**src/sc_pkg.sv**
```systemverilog
// Shared constants, register map and pin bundles for the card host
package sc_pkg;

    localparam int unsigned CLK_PERIOD_NS = 50;
    localparam int unsigned SETUP_NS = 70;
    localparam int unsigned STROBE_NS = 165;
    localparam int unsigned RECOVER_NS = 100;
    localparam int unsigned SETUP_CYC =
        (SETUP_NS + CLK_PERIOD_NS - 1) / CLK_PERIOD_NS;
    localparam int unsigned STROBE_CYC =
        (STROBE_NS + CLK_PERIOD_NS - 1) / CLK_PERIOD_NS;
    localparam int unsigned RECOVER_CYC =
        (RECOVER_NS + CLK_PERIOD_NS - 1) / CLK_PERIOD_NS;

    localparam logic [7:0] REG_CTRL = 8'h00;
    localparam logic [7:0] REG_ADDR = 8'h04;
    localparam logic [7:0] REG_CMD = 8'h08;
    localparam logic [7:0] REG_UDMA = 8'h0C;
    localparam logic [7:0] REG_DATA = 8'h10;
    localparam logic [7:0] REG_STATUS = 8'h14;

    localparam int unsigned CTRL_MODE_LSB = 0;
    localparam int unsigned CTRL_BUS16 = 2;
    localparam int unsigned CTRL_DMA_USED = 3;
    localparam int unsigned CTRL_DRIVE_POSITION_SELECT_DISK = 4;
    localparam int unsigned CTRL_DRIVE_POSITION_SELECT_A25 = 5;
    localparam logic [7:0] CTRL_RESET = 8'h04;

    localparam int unsigned ADDR_ATTR = 11;
    localparam int unsigned ADDR_A25 = 12;

    localparam int unsigned CMD_GO = 0;
    localparam int unsigned CMD_WRITE = 1;
    localparam int unsigned CMD_MEM = 2;

    localparam int unsigned UDMA_ON = 0;
    localparam int unsigned UDMA_READ = 1;
    localparam int unsigned UDMA_STOP = 2;

    localparam logic [1:0] MODE_MEM = 2'h0;
    localparam logic [1:0] MODE_IO = 2'h1;
    localparam logic [1:0] MODE_DISK = 2'h2;

    localparam int unsigned DISK_ADDR_BITS = 3;

    typedef struct packed {
        logic [10:0] addr;
        logic ce1B;
        logic odd_byte_card_enable;
        logic oddByteOe;
        logic outEnB;
        logic memWrB;
        logic io_read_strobe;
        logic io_write_strobe;
        logic drive_position_select;
        logic attrOrGrant;
        logic [15:0] dataOut;
        logic dataOe;
    } sc_card_out_t;

    typedef struct packed {
        logic [15:0] dataIn;
        logic io_ready_out;
        logic input_acknowledge_out;
    } sc_card_in_t;

endpackage

```
**src/sc_edge_detect.sv**
```systemverilog
// Edge detector for pin levels already synchronous to the clock
`timescale 1ns/1ps
module sc_edge_detect
    import sc_pkg::*;
#(
    parameter int unsigned WIDTH = 1
) (
    input wire logic core_clk,
    input wire logic rst_b,
    input wire logic [WIDTH-1:0] level,
    output logic [WIDTH-1:0] anyEdge
);
    logic [WIDTH-1:0] prev_ff;

    always_ff @(posedge core_clk or negedge rst_b) begin
        if (!rst_b) begin
            prev_ff <= '1;
        end else begin
            prev_ff <= level;
        end
    end

    assign anyEdge = prev_ff ^ level;
endmodule

```
**src/sc_ahb_slave.sv**
```systemverilog
// AHB-Lite slave front end: zero-wait writes, one-wait reads
`timescale 1ns/1ps
module sc_ahb_slave
    import sc_pkg::*;
(
    input wire logic core_clk,
    input wire logic rst_b,
    input wire logic hsel,
    input wire logic [31:0] haddr,
    input wire logic [1:0] htrans,
    input wire logic hwrite,
    input wire logic [2:0] hsize,
    input wire logic [31:0] hwdata,
    output logic hreadyout,
    output logic hresp,
    output logic [31:0] hrdata,
    output logic regWr,
    output logic regRd,
    output logic [7:0] regAddr,
    output logic [31:0] regWdata,
    input wire logic [31:0] rdData
);
    logic hreadyout_ff;
    logic hresp_ff;
    logic [31:0] hrdata_ff;
    logic wrPend_ff;
    logic rdPend_ff;
    logic [7:0] addr_ff;
    logic addrPhase;

    // Only whole-word transfers are issued; hsize is not decoded
    assign addrPhase = hsel && htrans[1] && hreadyout_ff;

    always_ff @(posedge core_clk or negedge rst_b) begin
        if (!rst_b) begin
            addr_ff <= 8'h00;
            wrPend_ff <= 1'b0;
        end else begin
            wrPend_ff <= addrPhase && hwrite;
            if (addrPhase) begin
                addr_ff <= {haddr[7:2], 2'b00};
            end
        end
    end

    always_ff @(posedge core_clk or negedge rst_b) begin
        if (!rst_b) begin
            hreadyout_ff <= 1'b1;
            rdPend_ff <= 1'b0;
            hrdata_ff <= 32'h0000_0000;
            hresp_ff <= 1'b0;
        end else begin
            hresp_ff <= 1'b0;
            if (rdPend_ff) begin
                hrdata_ff <= rdData;
                hreadyout_ff <= 1'b1;
                rdPend_ff <= 1'b0;
            end else if (addrPhase && !hwrite) begin
                hreadyout_ff <= 1'b0;
                rdPend_ff <= 1'b1;
            end
        end
    end

    assign regWr = wrPend_ff;
    assign regRd = rdPend_ff;
    assign regAddr = addr_ff;
    assign regWdata = hwdata;
    assign hreadyout = hreadyout_ff;
    assign hresp = hresp_ff;
    assign hrdata = hrdata_ff;
endmodule

```
**src/sc_card_host.sv**
```systemverilog
// Host-side socket controller driving the shared card connector positions
`timescale 1ns/1ps
module sc_card_host
    import sc_pkg::*;
(
    input wire logic core_clk,
    input wire logic rst_b,
    input wire logic hsel,
    input wire logic [31:0] haddr,
    input wire logic [1:0] htrans,
    input wire logic hwrite,
    input wire logic [2:0] hsize,
    input wire logic [31:0] hwdata,
    output logic hreadyout,
    output logic hresp,
    output logic [31:0] hrdata,
    output sc_card_out_t cardOut,
    input wire sc_card_in_t cardIn
);
    typedef enum logic [1:0] {
        PIO_IDLE,
        PIO_SETUP,
        PIO_STROBE,
        PIO_RECOVER
    } sc_pio_state_t;

    logic regWr;
    logic regRd;
    logic [7:0] regAddr;
    logic [31:0] regWdata;
    logic [31:0] rdData;

    logic [7:0] ctrl_ff;
    logic [12:0] addr_ff;
    logic [2:0] udma_ff;
    logic cmdWrite_ff;
    logic cmdMem_ff;
    logic [15:0] dataW_ff;
    logic [15:0] dataR_ff;
    logic [15:0] wordCnt_ff;
    sc_pio_state_t pio_ff;
    logic [3:0] cycCnt_ff;
    logic burstActive_ff;
    logic burstRead_ff;
    logic hstrobe_ff;
    logic txPend_ff;
    logic txArm_ff;
    logic rxFull_ff;
    sc_card_out_t cardOut_ff;
    sc_card_out_t nxt_cardOut;

    logic [1:0] mode;
    logic diskMode;
    logic bus16;
    logic goPulse;
    logic dataWr;
    logic dataRd;
    logic dmaRequest;
    logic deviceReady;
    logic txSend;
    logic strobeEdge;
    logic rxCapture;
    logic armBurst;

    function automatic logic hit(input logic [7:0] a, input logic [7:0] r);
        hit = (a == r);
    endfunction

    sc_ahb_slave u_ahb (
        .core_clk(core_clk),
        .rst_b(rst_b),
        .hsel(hsel),
        .haddr(haddr),
        .htrans(htrans),
        .hwrite(hwrite),
        .hsize(hsize),
        .hwdata(hwdata),
        .hreadyout(hreadyout),
        .hresp(hresp),
        .hrdata(hrdata),
        .regWr(regWr),
        .regRd(regRd),
        .regAddr(regAddr),
        .regWdata(regWdata),
        .rdData(rdData)
    );

    sc_edge_detect #(
        .WIDTH(1)
    ) u_dstrobe (
        .core_clk(core_clk),
        .rst_b(rst_b),
        .level(cardIn.io_ready_out),
        .anyEdge(strobeEdge)
    );

    assign mode = ctrl_ff[CTRL_MODE_LSB +: 2];
    assign diskMode = (mode == MODE_DISK);
    assign bus16 = ctrl_ff[CTRL_BUS16];
    assign goPulse = regWr && hit(regAddr, REG_CMD) && regWdata[CMD_GO];
    assign dataWr = regWr && hit(regAddr, REG_DATA);
    assign dataRd = regRd && hit(regAddr, REG_DATA);

    // Request is active low on card modes, active high in disk mode
    assign dmaRequest = diskMode ? cardIn.input_acknowledge_out
                                 : !cardIn.input_acknowledge_out;
    // DDMARDY is active low on the ready / hold-off position
    assign deviceReady = !cardIn.io_ready_out;
    assign txSend = burstActive_ff && !burstRead_ff && txPend_ff &&
                    txArm_ff && deviceReady && !udma_ff[UDMA_STOP];
    assign rxCapture = burstActive_ff && burstRead_ff && strobeEdge &&
                       !rxFull_ff;
    assign armBurst = regWr && hit(regAddr, REG_UDMA) &&
                      regWdata[UDMA_ON] && !burstActive_ff;

    // Software-visible configuration
    always_ff @(posedge core_clk or negedge rst_b) begin
        if (!rst_b) begin
            ctrl_ff <= CTRL_RESET;
            addr_ff <= 13'h0000;
            udma_ff <= 3'h0;
        end else if (regWr) begin
            if (hit(regAddr, REG_CTRL) && !burstActive_ff) begin
                ctrl_ff <= regWdata[7:0];
            end else if (hit(regAddr, REG_ADDR)) begin
                addr_ff <= regWdata[12:0];
            end else if (hit(regAddr, REG_UDMA)) begin
                udma_ff <= regWdata[2:0];
            end
        end
    end

    always_ff @(posedge core_clk or negedge rst_b) begin
        if (!rst_b) begin
            cmdWrite_ff <= 1'b0;
            cmdMem_ff <= 1'b0;
            dataW_ff <= 16'h0000;
        end else begin
            if (goPulse && pio_ff == PIO_IDLE) begin
                cmdWrite_ff <= regWdata[CMD_WRITE];
                cmdMem_ff <= regWdata[CMD_MEM];
            end
            if (dataWr) begin
                dataW_ff <= regWdata[15:0];
            end
        end
    end

    // Programmed cycle sequencer; refused while a burst owns the pins
    always_ff @(posedge core_clk or negedge rst_b) begin
        if (!rst_b) begin
            pio_ff <= PIO_IDLE;
            cycCnt_ff <= 4'h0;
        end else begin
            case (pio_ff)
                PIO_IDLE: begin
                    if (goPulse && !burstActive_ff) begin
                        pio_ff <= PIO_SETUP;
                        cycCnt_ff <= 4'(SETUP_CYC - 1);
                    end
                end
                PIO_SETUP: begin
                    if (cycCnt_ff == 4'h0) begin
                        pio_ff <= PIO_STROBE;
                        cycCnt_ff <= 4'(STROBE_CYC - 1);
                    end else begin
                        cycCnt_ff <= cycCnt_ff - 4'h1;
                    end
                end
                PIO_STROBE: begin
                    if (cycCnt_ff != 4'h0) begin
                        cycCnt_ff <= cycCnt_ff - 4'h1;
                    end else if (cardIn.io_ready_out) begin
                        pio_ff <= PIO_RECOVER;
                        cycCnt_ff <= 4'(RECOVER_CYC - 1);
                    end
                end
                PIO_RECOVER: begin
                    if (cycCnt_ff == 4'h0) begin
                        pio_ff <= PIO_IDLE;
                    end else begin
                        cycCnt_ff <= cycCnt_ff - 4'h1;
                    end
                end
                default: begin
                    pio_ff <= PIO_IDLE;
                end
            endcase
        end
    end

    // Burst ownership; direction is frozen for the life of a burst
    always_ff @(posedge core_clk or negedge rst_b) begin
        if (!rst_b) begin
            burstActive_ff <= 1'b0;
            burstRead_ff <= 1'b0;
        end else if (!burstActive_ff) begin
            if (udma_ff[UDMA_ON] && ctrl_ff[CTRL_DMA_USED] &&
                dmaRequest && pio_ff == PIO_IDLE) begin
                burstActive_ff <= 1'b1;
                burstRead_ff <= udma_ff[UDMA_READ];
            end
        end else if (!udma_ff[UDMA_ON]) begin
            burstActive_ff <= 1'b0;
        end
    end

    // Write burst: a word goes out on each HSTROBE edge
    always_ff @(posedge core_clk or negedge rst_b) begin
        if (!rst_b) begin
            txPend_ff <= 1'b0;
            txArm_ff <= 1'b0;
            hstrobe_ff <= 1'b1;
        end else begin
            if (dataWr && burstActive_ff && !burstRead_ff) begin
                txPend_ff <= 1'b1;
            end else if (txSend) begin
                txPend_ff <= 1'b0;
            end
            // Two cycles of data settle ahead of the strobe edge
            txArm_ff <= txPend_ff && !txSend && !dataWr;
            if (txSend) begin
                hstrobe_ff <= !hstrobe_ff;
            end else if (!burstActive_ff) begin
                hstrobe_ff <= 1'b1;
            end
        end
    end

    // Set wins over a same-cycle read; arming a burst drops leftovers
    always_ff @(posedge core_clk or negedge rst_b) begin
        if (!rst_b) begin
            rxFull_ff <= 1'b0;
            dataR_ff <= 16'h0000;
        end else begin
            if (rxCapture) begin
                rxFull_ff <= 1'b1;
                dataR_ff <= cardIn.dataIn;
            end else if (dataRd || armBurst) begin
                rxFull_ff <= 1'b0;
            end
            if (pio_ff == PIO_STROBE && cycCnt_ff == 4'h0 &&
                cardIn.io_ready_out && !cmdWrite_ff) begin
                // Upper byte is not trusted on an 8 bit socket
                dataR_ff <= bus16 ? cardIn.dataIn
                                  : {8'h00, cardIn.dataIn[7:0]};
            end
        end
    end

    always_ff @(posedge core_clk or negedge rst_b) begin
        if (!rst_b) begin
            wordCnt_ff <= 16'h0000;
        end else if (armBurst) begin
            wordCnt_ff <= 16'h0000;
        end else if (txSend || rxCapture) begin
            wordCnt_ff <= wordCnt_ff + 16'h0001;
        end
    end

    // Connector position functions from mode, burst state and direction
    always_comb begin
        nxt_cardOut = '0;
        nxt_cardOut.addr = addr_ff[10:0];
        if (diskMode) begin
            nxt_cardOut.addr = {8'h00, addr_ff[DISK_ADDR_BITS-1:0]};
        end
        nxt_cardOut.ce1B = 1'b1;
        nxt_cardOut.odd_byte_card_enable = 1'b1;
        nxt_cardOut.oddByteOe = bus16;
        nxt_cardOut.outEnB = 1'b1;
        nxt_cardOut.memWrB = 1'b1;
        nxt_cardOut.io_read_strobe = 1'b1;
        nxt_cardOut.io_write_strobe = 1'b1;
        if (diskMode) begin
            nxt_cardOut.drive_position_select = ctrl_ff[CTRL_DRIVE_POSITION_SELECT_DISK];
            nxt_cardOut.attrOrGrant = 1'b1;
        end else begin
            nxt_cardOut.drive_position_select =
                ctrl_ff[CTRL_DRIVE_POSITION_SELECT_A25] && addr_ff[ADDR_A25];
            nxt_cardOut.attrOrGrant = !addr_ff[ADDR_ATTR];
        end
        nxt_cardOut.dataOut = dataW_ff;
        nxt_cardOut.dataOe = 1'b0;
        if (burstActive_ff) begin
            nxt_cardOut.attrOrGrant = 1'b0;
            nxt_cardOut.io_write_strobe = udma_ff[UDMA_STOP];
            if (burstRead_ff) begin
                // HDMARDY low while a free slot awaits the next word
                nxt_cardOut.io_read_strobe = rxFull_ff;
            end else begin
                nxt_cardOut.io_read_strobe = hstrobe_ff;
                nxt_cardOut.dataOe = 1'b1;
            end
        end else if (pio_ff != PIO_IDLE) begin
            nxt_cardOut.ce1B = 1'b0;
            nxt_cardOut.odd_byte_card_enable = !bus16;
            nxt_cardOut.dataOe = cmdWrite_ff;
            if (pio_ff == PIO_STROBE) begin
                if (cmdMem_ff && !diskMode) begin
                    nxt_cardOut.memWrB = !cmdWrite_ff;
                    nxt_cardOut.outEnB = cmdWrite_ff;
                end else begin
                    nxt_cardOut.io_write_strobe = !cmdWrite_ff;
                    nxt_cardOut.io_read_strobe = cmdWrite_ff;
                end
            end
        end
    end

    always_ff @(posedge core_clk or negedge rst_b) begin
        if (!rst_b) begin
            cardOut_ff <= '0;
            cardOut_ff.ce1B <= 1'b1;
            cardOut_ff.odd_byte_card_enable <= 1'b1;
            cardOut_ff.outEnB <= 1'b1;
            cardOut_ff.memWrB <= 1'b1;
            cardOut_ff.io_read_strobe <= 1'b1;
            cardOut_ff.io_write_strobe <= 1'b1;
            cardOut_ff.attrOrGrant <= 1'b1;
        end else begin
            cardOut_ff <= nxt_cardOut;
        end
    end

    assign cardOut = cardOut_ff;

    // Register read mux; unmapped words read as zero
    always_comb begin
        rdData = 32'h0000_0000;
        if (hit(regAddr, REG_CTRL)) begin
            rdData = {24'h00_0000, ctrl_ff};
        end else if (hit(regAddr, REG_ADDR)) begin
            rdData = {19'h0_0000, addr_ff};
        end else if (hit(regAddr, REG_UDMA)) begin
            rdData = {29'h0000_0000, udma_ff};
        end else if (hit(regAddr, REG_DATA)) begin
            rdData = {16'h0000, dataR_ff};
        end else if (hit(regAddr, REG_STATUS)) begin
            rdData = {wordCnt_ff, 8'h00,
                      cardIn.input_acknowledge_out, cardIn.io_ready_out,
                      txPend_ff, rxFull_ff, burstRead_ff, burstActive_ff,
                      1'b0, (pio_ff != PIO_IDLE)};
        end
    end
endmodule

```
**config.mk**
```make
export PLATFORM = sky130hd
export DESIGN_NAME = sc_card_host
export DESIGN_NICKNAME = d
export VERILOG_FILES = /design/src/sc_pkg.sv /design/src/sc_edge_detect.sv /design/src/sc_ahb_slave.sv /design/src/sc_card_host.sv
export SDC_FILE = /design/constraint.sdc
export NUM_CORES = 1
export LEC_CHECK = 0
export BUFFER_PORTS_ARGS = -buffer_cell sky130_fd_sc_hd__buf_2
export CORE_MARGIN = 3
export CORE_UTILIZATION = 45
export CTS_CLUSTER_SIZE = 20
export DETAILED_ROUTE_END_ITERATION = 8
export HOLD_SLACK_MARGIN = 0.15
export PLACE_DENSITY = 0.69
export SLEW_MARGIN = 20
export SYNTH_ARGS = -nofsm -noshare
export SYNTH_HDL_FRONTEND = slang
export SYNTH_SLANG_ARGS = --single-unit
```
**constraint.sdc**
```tcl
create_clock -name core_clk -period 4.6 [get_ports core_clk]
set_input_delay 0.46 -clock core_clk [delete_from_list [all_inputs] [get_ports core_clk]]
set_output_delay 0.46 -clock core_clk [all_outputs]
set_load 0.05 [all_outputs]
```
==> results.sh <==
export IMPL_slew_violations=0
export IMPL_vias_per_cell=5.51
export IMPL_power_leakage_nw=3.74
export IMPL_drv_cap=0
export IMPL_tightest_slew_ns=0.973
export IMPL_min_period_over_period_pct=60.5
export IMPL_grt_pass1_wl_um=25600
export IMPL_dieWidth_um=129
export IMPL_firstDrtPassIters=4
export IMPL_synthCells=562
export IMPL_slowest_delay_ns=0.66
export IMPL_place_congestion=0.843
export IMPL_ys_warnings_count=0
export IMPL_r2r_start="u_ahb.regAddr[5]"
export IMPL_power_switching_mw=1.89
export IMPL_pin_count=162
export IMPL_synth_ff_type="dfrtp_1"
export IMPL_cts_reportedPaths_clkPinSlew_ns=0.07
export IMPL_overflow=0
export IMPL_power_per_cell_area_nw_per_um2=609
export IMPL_postCtsSetupBuffers=0
export IMPL_intPower_mw=3.05
export IMPL_row_count=44
export IMPL_diodes=0
export IMPL_cp_start_kind="register"
export IMPL_worst_ep_required_time_ns=4.90
export IMPL_seqCellArea_um2=4140
export IMPL_setup_tns_ns=0
export IMPL_syn_area_um2=6790
export IMPL_clock_latency_ns=0.42
export IMPL_core_um2=14600
export IMPL_antenna_found_initial=1
export IMPL_critical_path_arrival_ns=3.09
export IMPL_die_area_um2=16600
export IMPL_p_seq_share_pct=42.4
export IMPL_yosysSeqAreaShare_pct=61.0
export IMPL_wl_per_cell_um=17.9
export IMPL_dr_total_vias=4807
export IMPL_ant_nets=0
export IMPL_grt_total_usage_pct=19.7
export IMPL_crit_slowest_cell="nand2_1"
export IMPL_path_cells="nor3_1 -> and3_1 -> nand2_1 -> mux2_2"
export IMPL_hp_class="primary input to async pin"
export IMPL_critPathTopFamily="simple AND/OR/NAND/NOR gates"
export IMPL_multiInputGateArea_um2=2470
export IMPL_initial_core_util_pct=46.4
export IMPL_remaining_drc_errors=0
export IMPL_hold_viol=0
export IMPL_grt_pass1_vias=5026
export IMPL_die_y_um=129
export IMPL_end_kind="register"
export IMPL_reg2regPathDepth=4
export IMPL_drive_gt1_share_pct=32.4
export IMPL_skew_ns=0.0103
export IMPL_avgSynthCellArea_um2=12.1
export IMPL_cts_num_sinks=165
export IMPL_grt_max_degree=109
export IMPL_drt_iter0_drc=308
export IMPL_max_slew_margin_pct=35.1
export IMPL_cts_root_buffer="clkbuf_16"
export IMPL_layout_min_cycle_time_ns=2.78
export IMPL_crit_type="register to register"
export IMPL_cts_hold_buffers=0
export IMPL_rsz0062_at_grt="false"
export IMPL_cts_resized=0
export IMPL_outcome="finished, final reports clean"
export IMPL_layout_area_overhead_vs_synth_pct=19.4
export IMPL_fmax_mhz=359
export IMPL_cp_max_fo=17
export IMPL_pwr_share_comb_pct=29.1
export IMPL_cts_tree="built"
export IMPL_synth_distinct_cells=60
export IMPL_synth_edf_count=0
export IMPL_crit_buf_inv=0
export IMPL_rrSetupSlack_ns=1.82
export IMPL_reg2reg_to="dataW_ff[1]"
export IMPL_finalWirelength_um=15600
export IMPL_power_mw=4.94
export IMPL_syn_num_nets=660
export IMPL_ir_drop_uv=434
export IMPL_postSynth_asyncResetShare_pct=100
export IMPL_clock_path_buffers=2
export IMPL_htree_levels=4
export IMPL_power_frac_clock_pct=28.5
export IMPL_setup_viol=0
export IMPL_fill_cells=1256
export IMPL_synth_seq_cells=165
export IMPL_nNetsFinal=773
export IMPL_port_buffers=114
export IMPL_swShare_pct=38.2
export IMPL_dp_hpwl_um=10800
export IMPL_cts_made_buffers=17
## registers in the layout, summed over array words and instances, names as in the netlist, 2 cells and up
signal and count:
addr_ff 13, cardOut 37, ctrl_ff 8, cycCnt_ff 4
dataR_ff 16, dataW_ff 16, pio_ff 2, u_ahb.hrdata 32
u_ahb.regAddr 6, udma_ff 3, wordCnt_ff 16
## cells in the mapped netlist (all sizes together) (7+ instances only)
| master | instances | area [um^2] |
|---|---|---|
| dfrtp | 154 | 3850 |
| nand2 | 54 | 203 |
| mux2 | 51 | 574 |
| nor2 | 45 | 171 |
| a21oi | 32 | 160 |
| inv | 17 | 63.8 |
| o21ai | 16 | 80.1 |
| o2bb2ai | 16 | 140 |
| clkbuf | 15 | 56.3 |
| mux2i | 12 | 120 |
| nand3 | 12 | 60.1 |
| dfstp | 11 | 289 |
| buf | 9 | 55.0 |
| xor2 | 9 | 78.8 |
| and2 | 8 | 50.1 |
| a22oi | 7 | 52.6 |
| ha | 7 | 87.6 |
| nor3 | 7 | 35.0 |
## routing by layer
layer | global-route usage, % | share of wire [%]
met3 | 5.73 | 6.9
met1 | 25.5 | 43
met2 | 31.9 | 49
met4 | 6.92 | 1.7
met5 | 0 | 0.045
## cell type report
type	count	share of cell area, %
Sequential cell	165	51.1
Clock buffer	18	5.41
Timing Repair Buffer	118	7.48
Clock inverter	14	1.91
Tap cell	184	2.84
Multi-Input combinational cell	355	30.5
Inverter	18	0.833
## worst reg2reg max path, stage by stage, from the launching register on
cell and delay [ns]:
dfrtp_1 0.43, nor3_1 0.50, and3_1 0.56, nand2_1 0.66, mux2_2 0.51
## metrics by stage
step / utilization [%] / hold WS, ns / cell area (um^2) / std cells / setup WS [ns]
after floorplan: - / 0.164 / 6790 / 562 / 2.53
after global placement: 51.3 / 0.353 / 7520 / 840 / 1.83
after detailed placement: 51.3 / 0.360 / 7520 / 840 / 1.83
after CTS: 55.4 / 0.204 / 8110 / 872 / 1.80
after global routing: 55.4 / 0.217 / 8110 / 872 / 1.60
final: 55.4 / 0.163 / 8110 / 872 / 1.82
## logic make-up (layout without fill, tap and decap cells)
group | after synthesis | count (layout) | share of synthesized area, %
compound gates | 110 | 110 | 11.0
xor+xnor | 14 | 14 | 1.80
fa+ha+maj | 7 | 7 | 1.29
buf+inv | 42 | 168 | 2.63
flops | 165 | 165 | 61.0
mux | 63 | 63 | 10.2
other cells | 1 | 1 | 0.0552
simple gates | 160 | 160 | 12.0
## power groups by stage
stage	Combinational (mW)	Clock [mW]	Sequential (mW)
final	1.44	1.41	2.09
after global routing	1.56	1.51	2.14
after CTS	1.45	1.44	2.09
after detailed placement	1.44	0	2.11
after global placement	1.40	0	2.09
after floorplan	0.651	0	2.50
## how the worst max path moves through the flow
stage	start	end	slack (ns)	cells past startpoint
after floorplan	cycCnt_ff[0]	dataR_ff[1]	2.53	7
after global placement	u_ahb.regAddr[5]	dataW_ff[10]	1.83	4
after detailed placement	u_ahb.regAddr[4]	addr_ff[3]	1.83	5
after CTS	u_ahb.regAddr[5]	dataW_ff[1]	1.80	4
after global routing	cycCnt_ff[0]	dataR_ff[1]	1.60	7
final	u_ahb.regAddr[5]	dataW_ff[1]	1.82	4
## cells in the final DEF (no fill, tap or decap), types with 11 or more instances in the layout
master	instances
a21oi_1	32
buf_2	113
clkbuf_16	17
dfrtp_1	154
dfstp_2	11
inv_1	17
mux2_2	51
mux2i_1	12
nand2_1	54
nand3_1	12
nor2_1	44
o21ai_0	15
o2bb2ai_1	16
(Power assumes the default switching activity.)
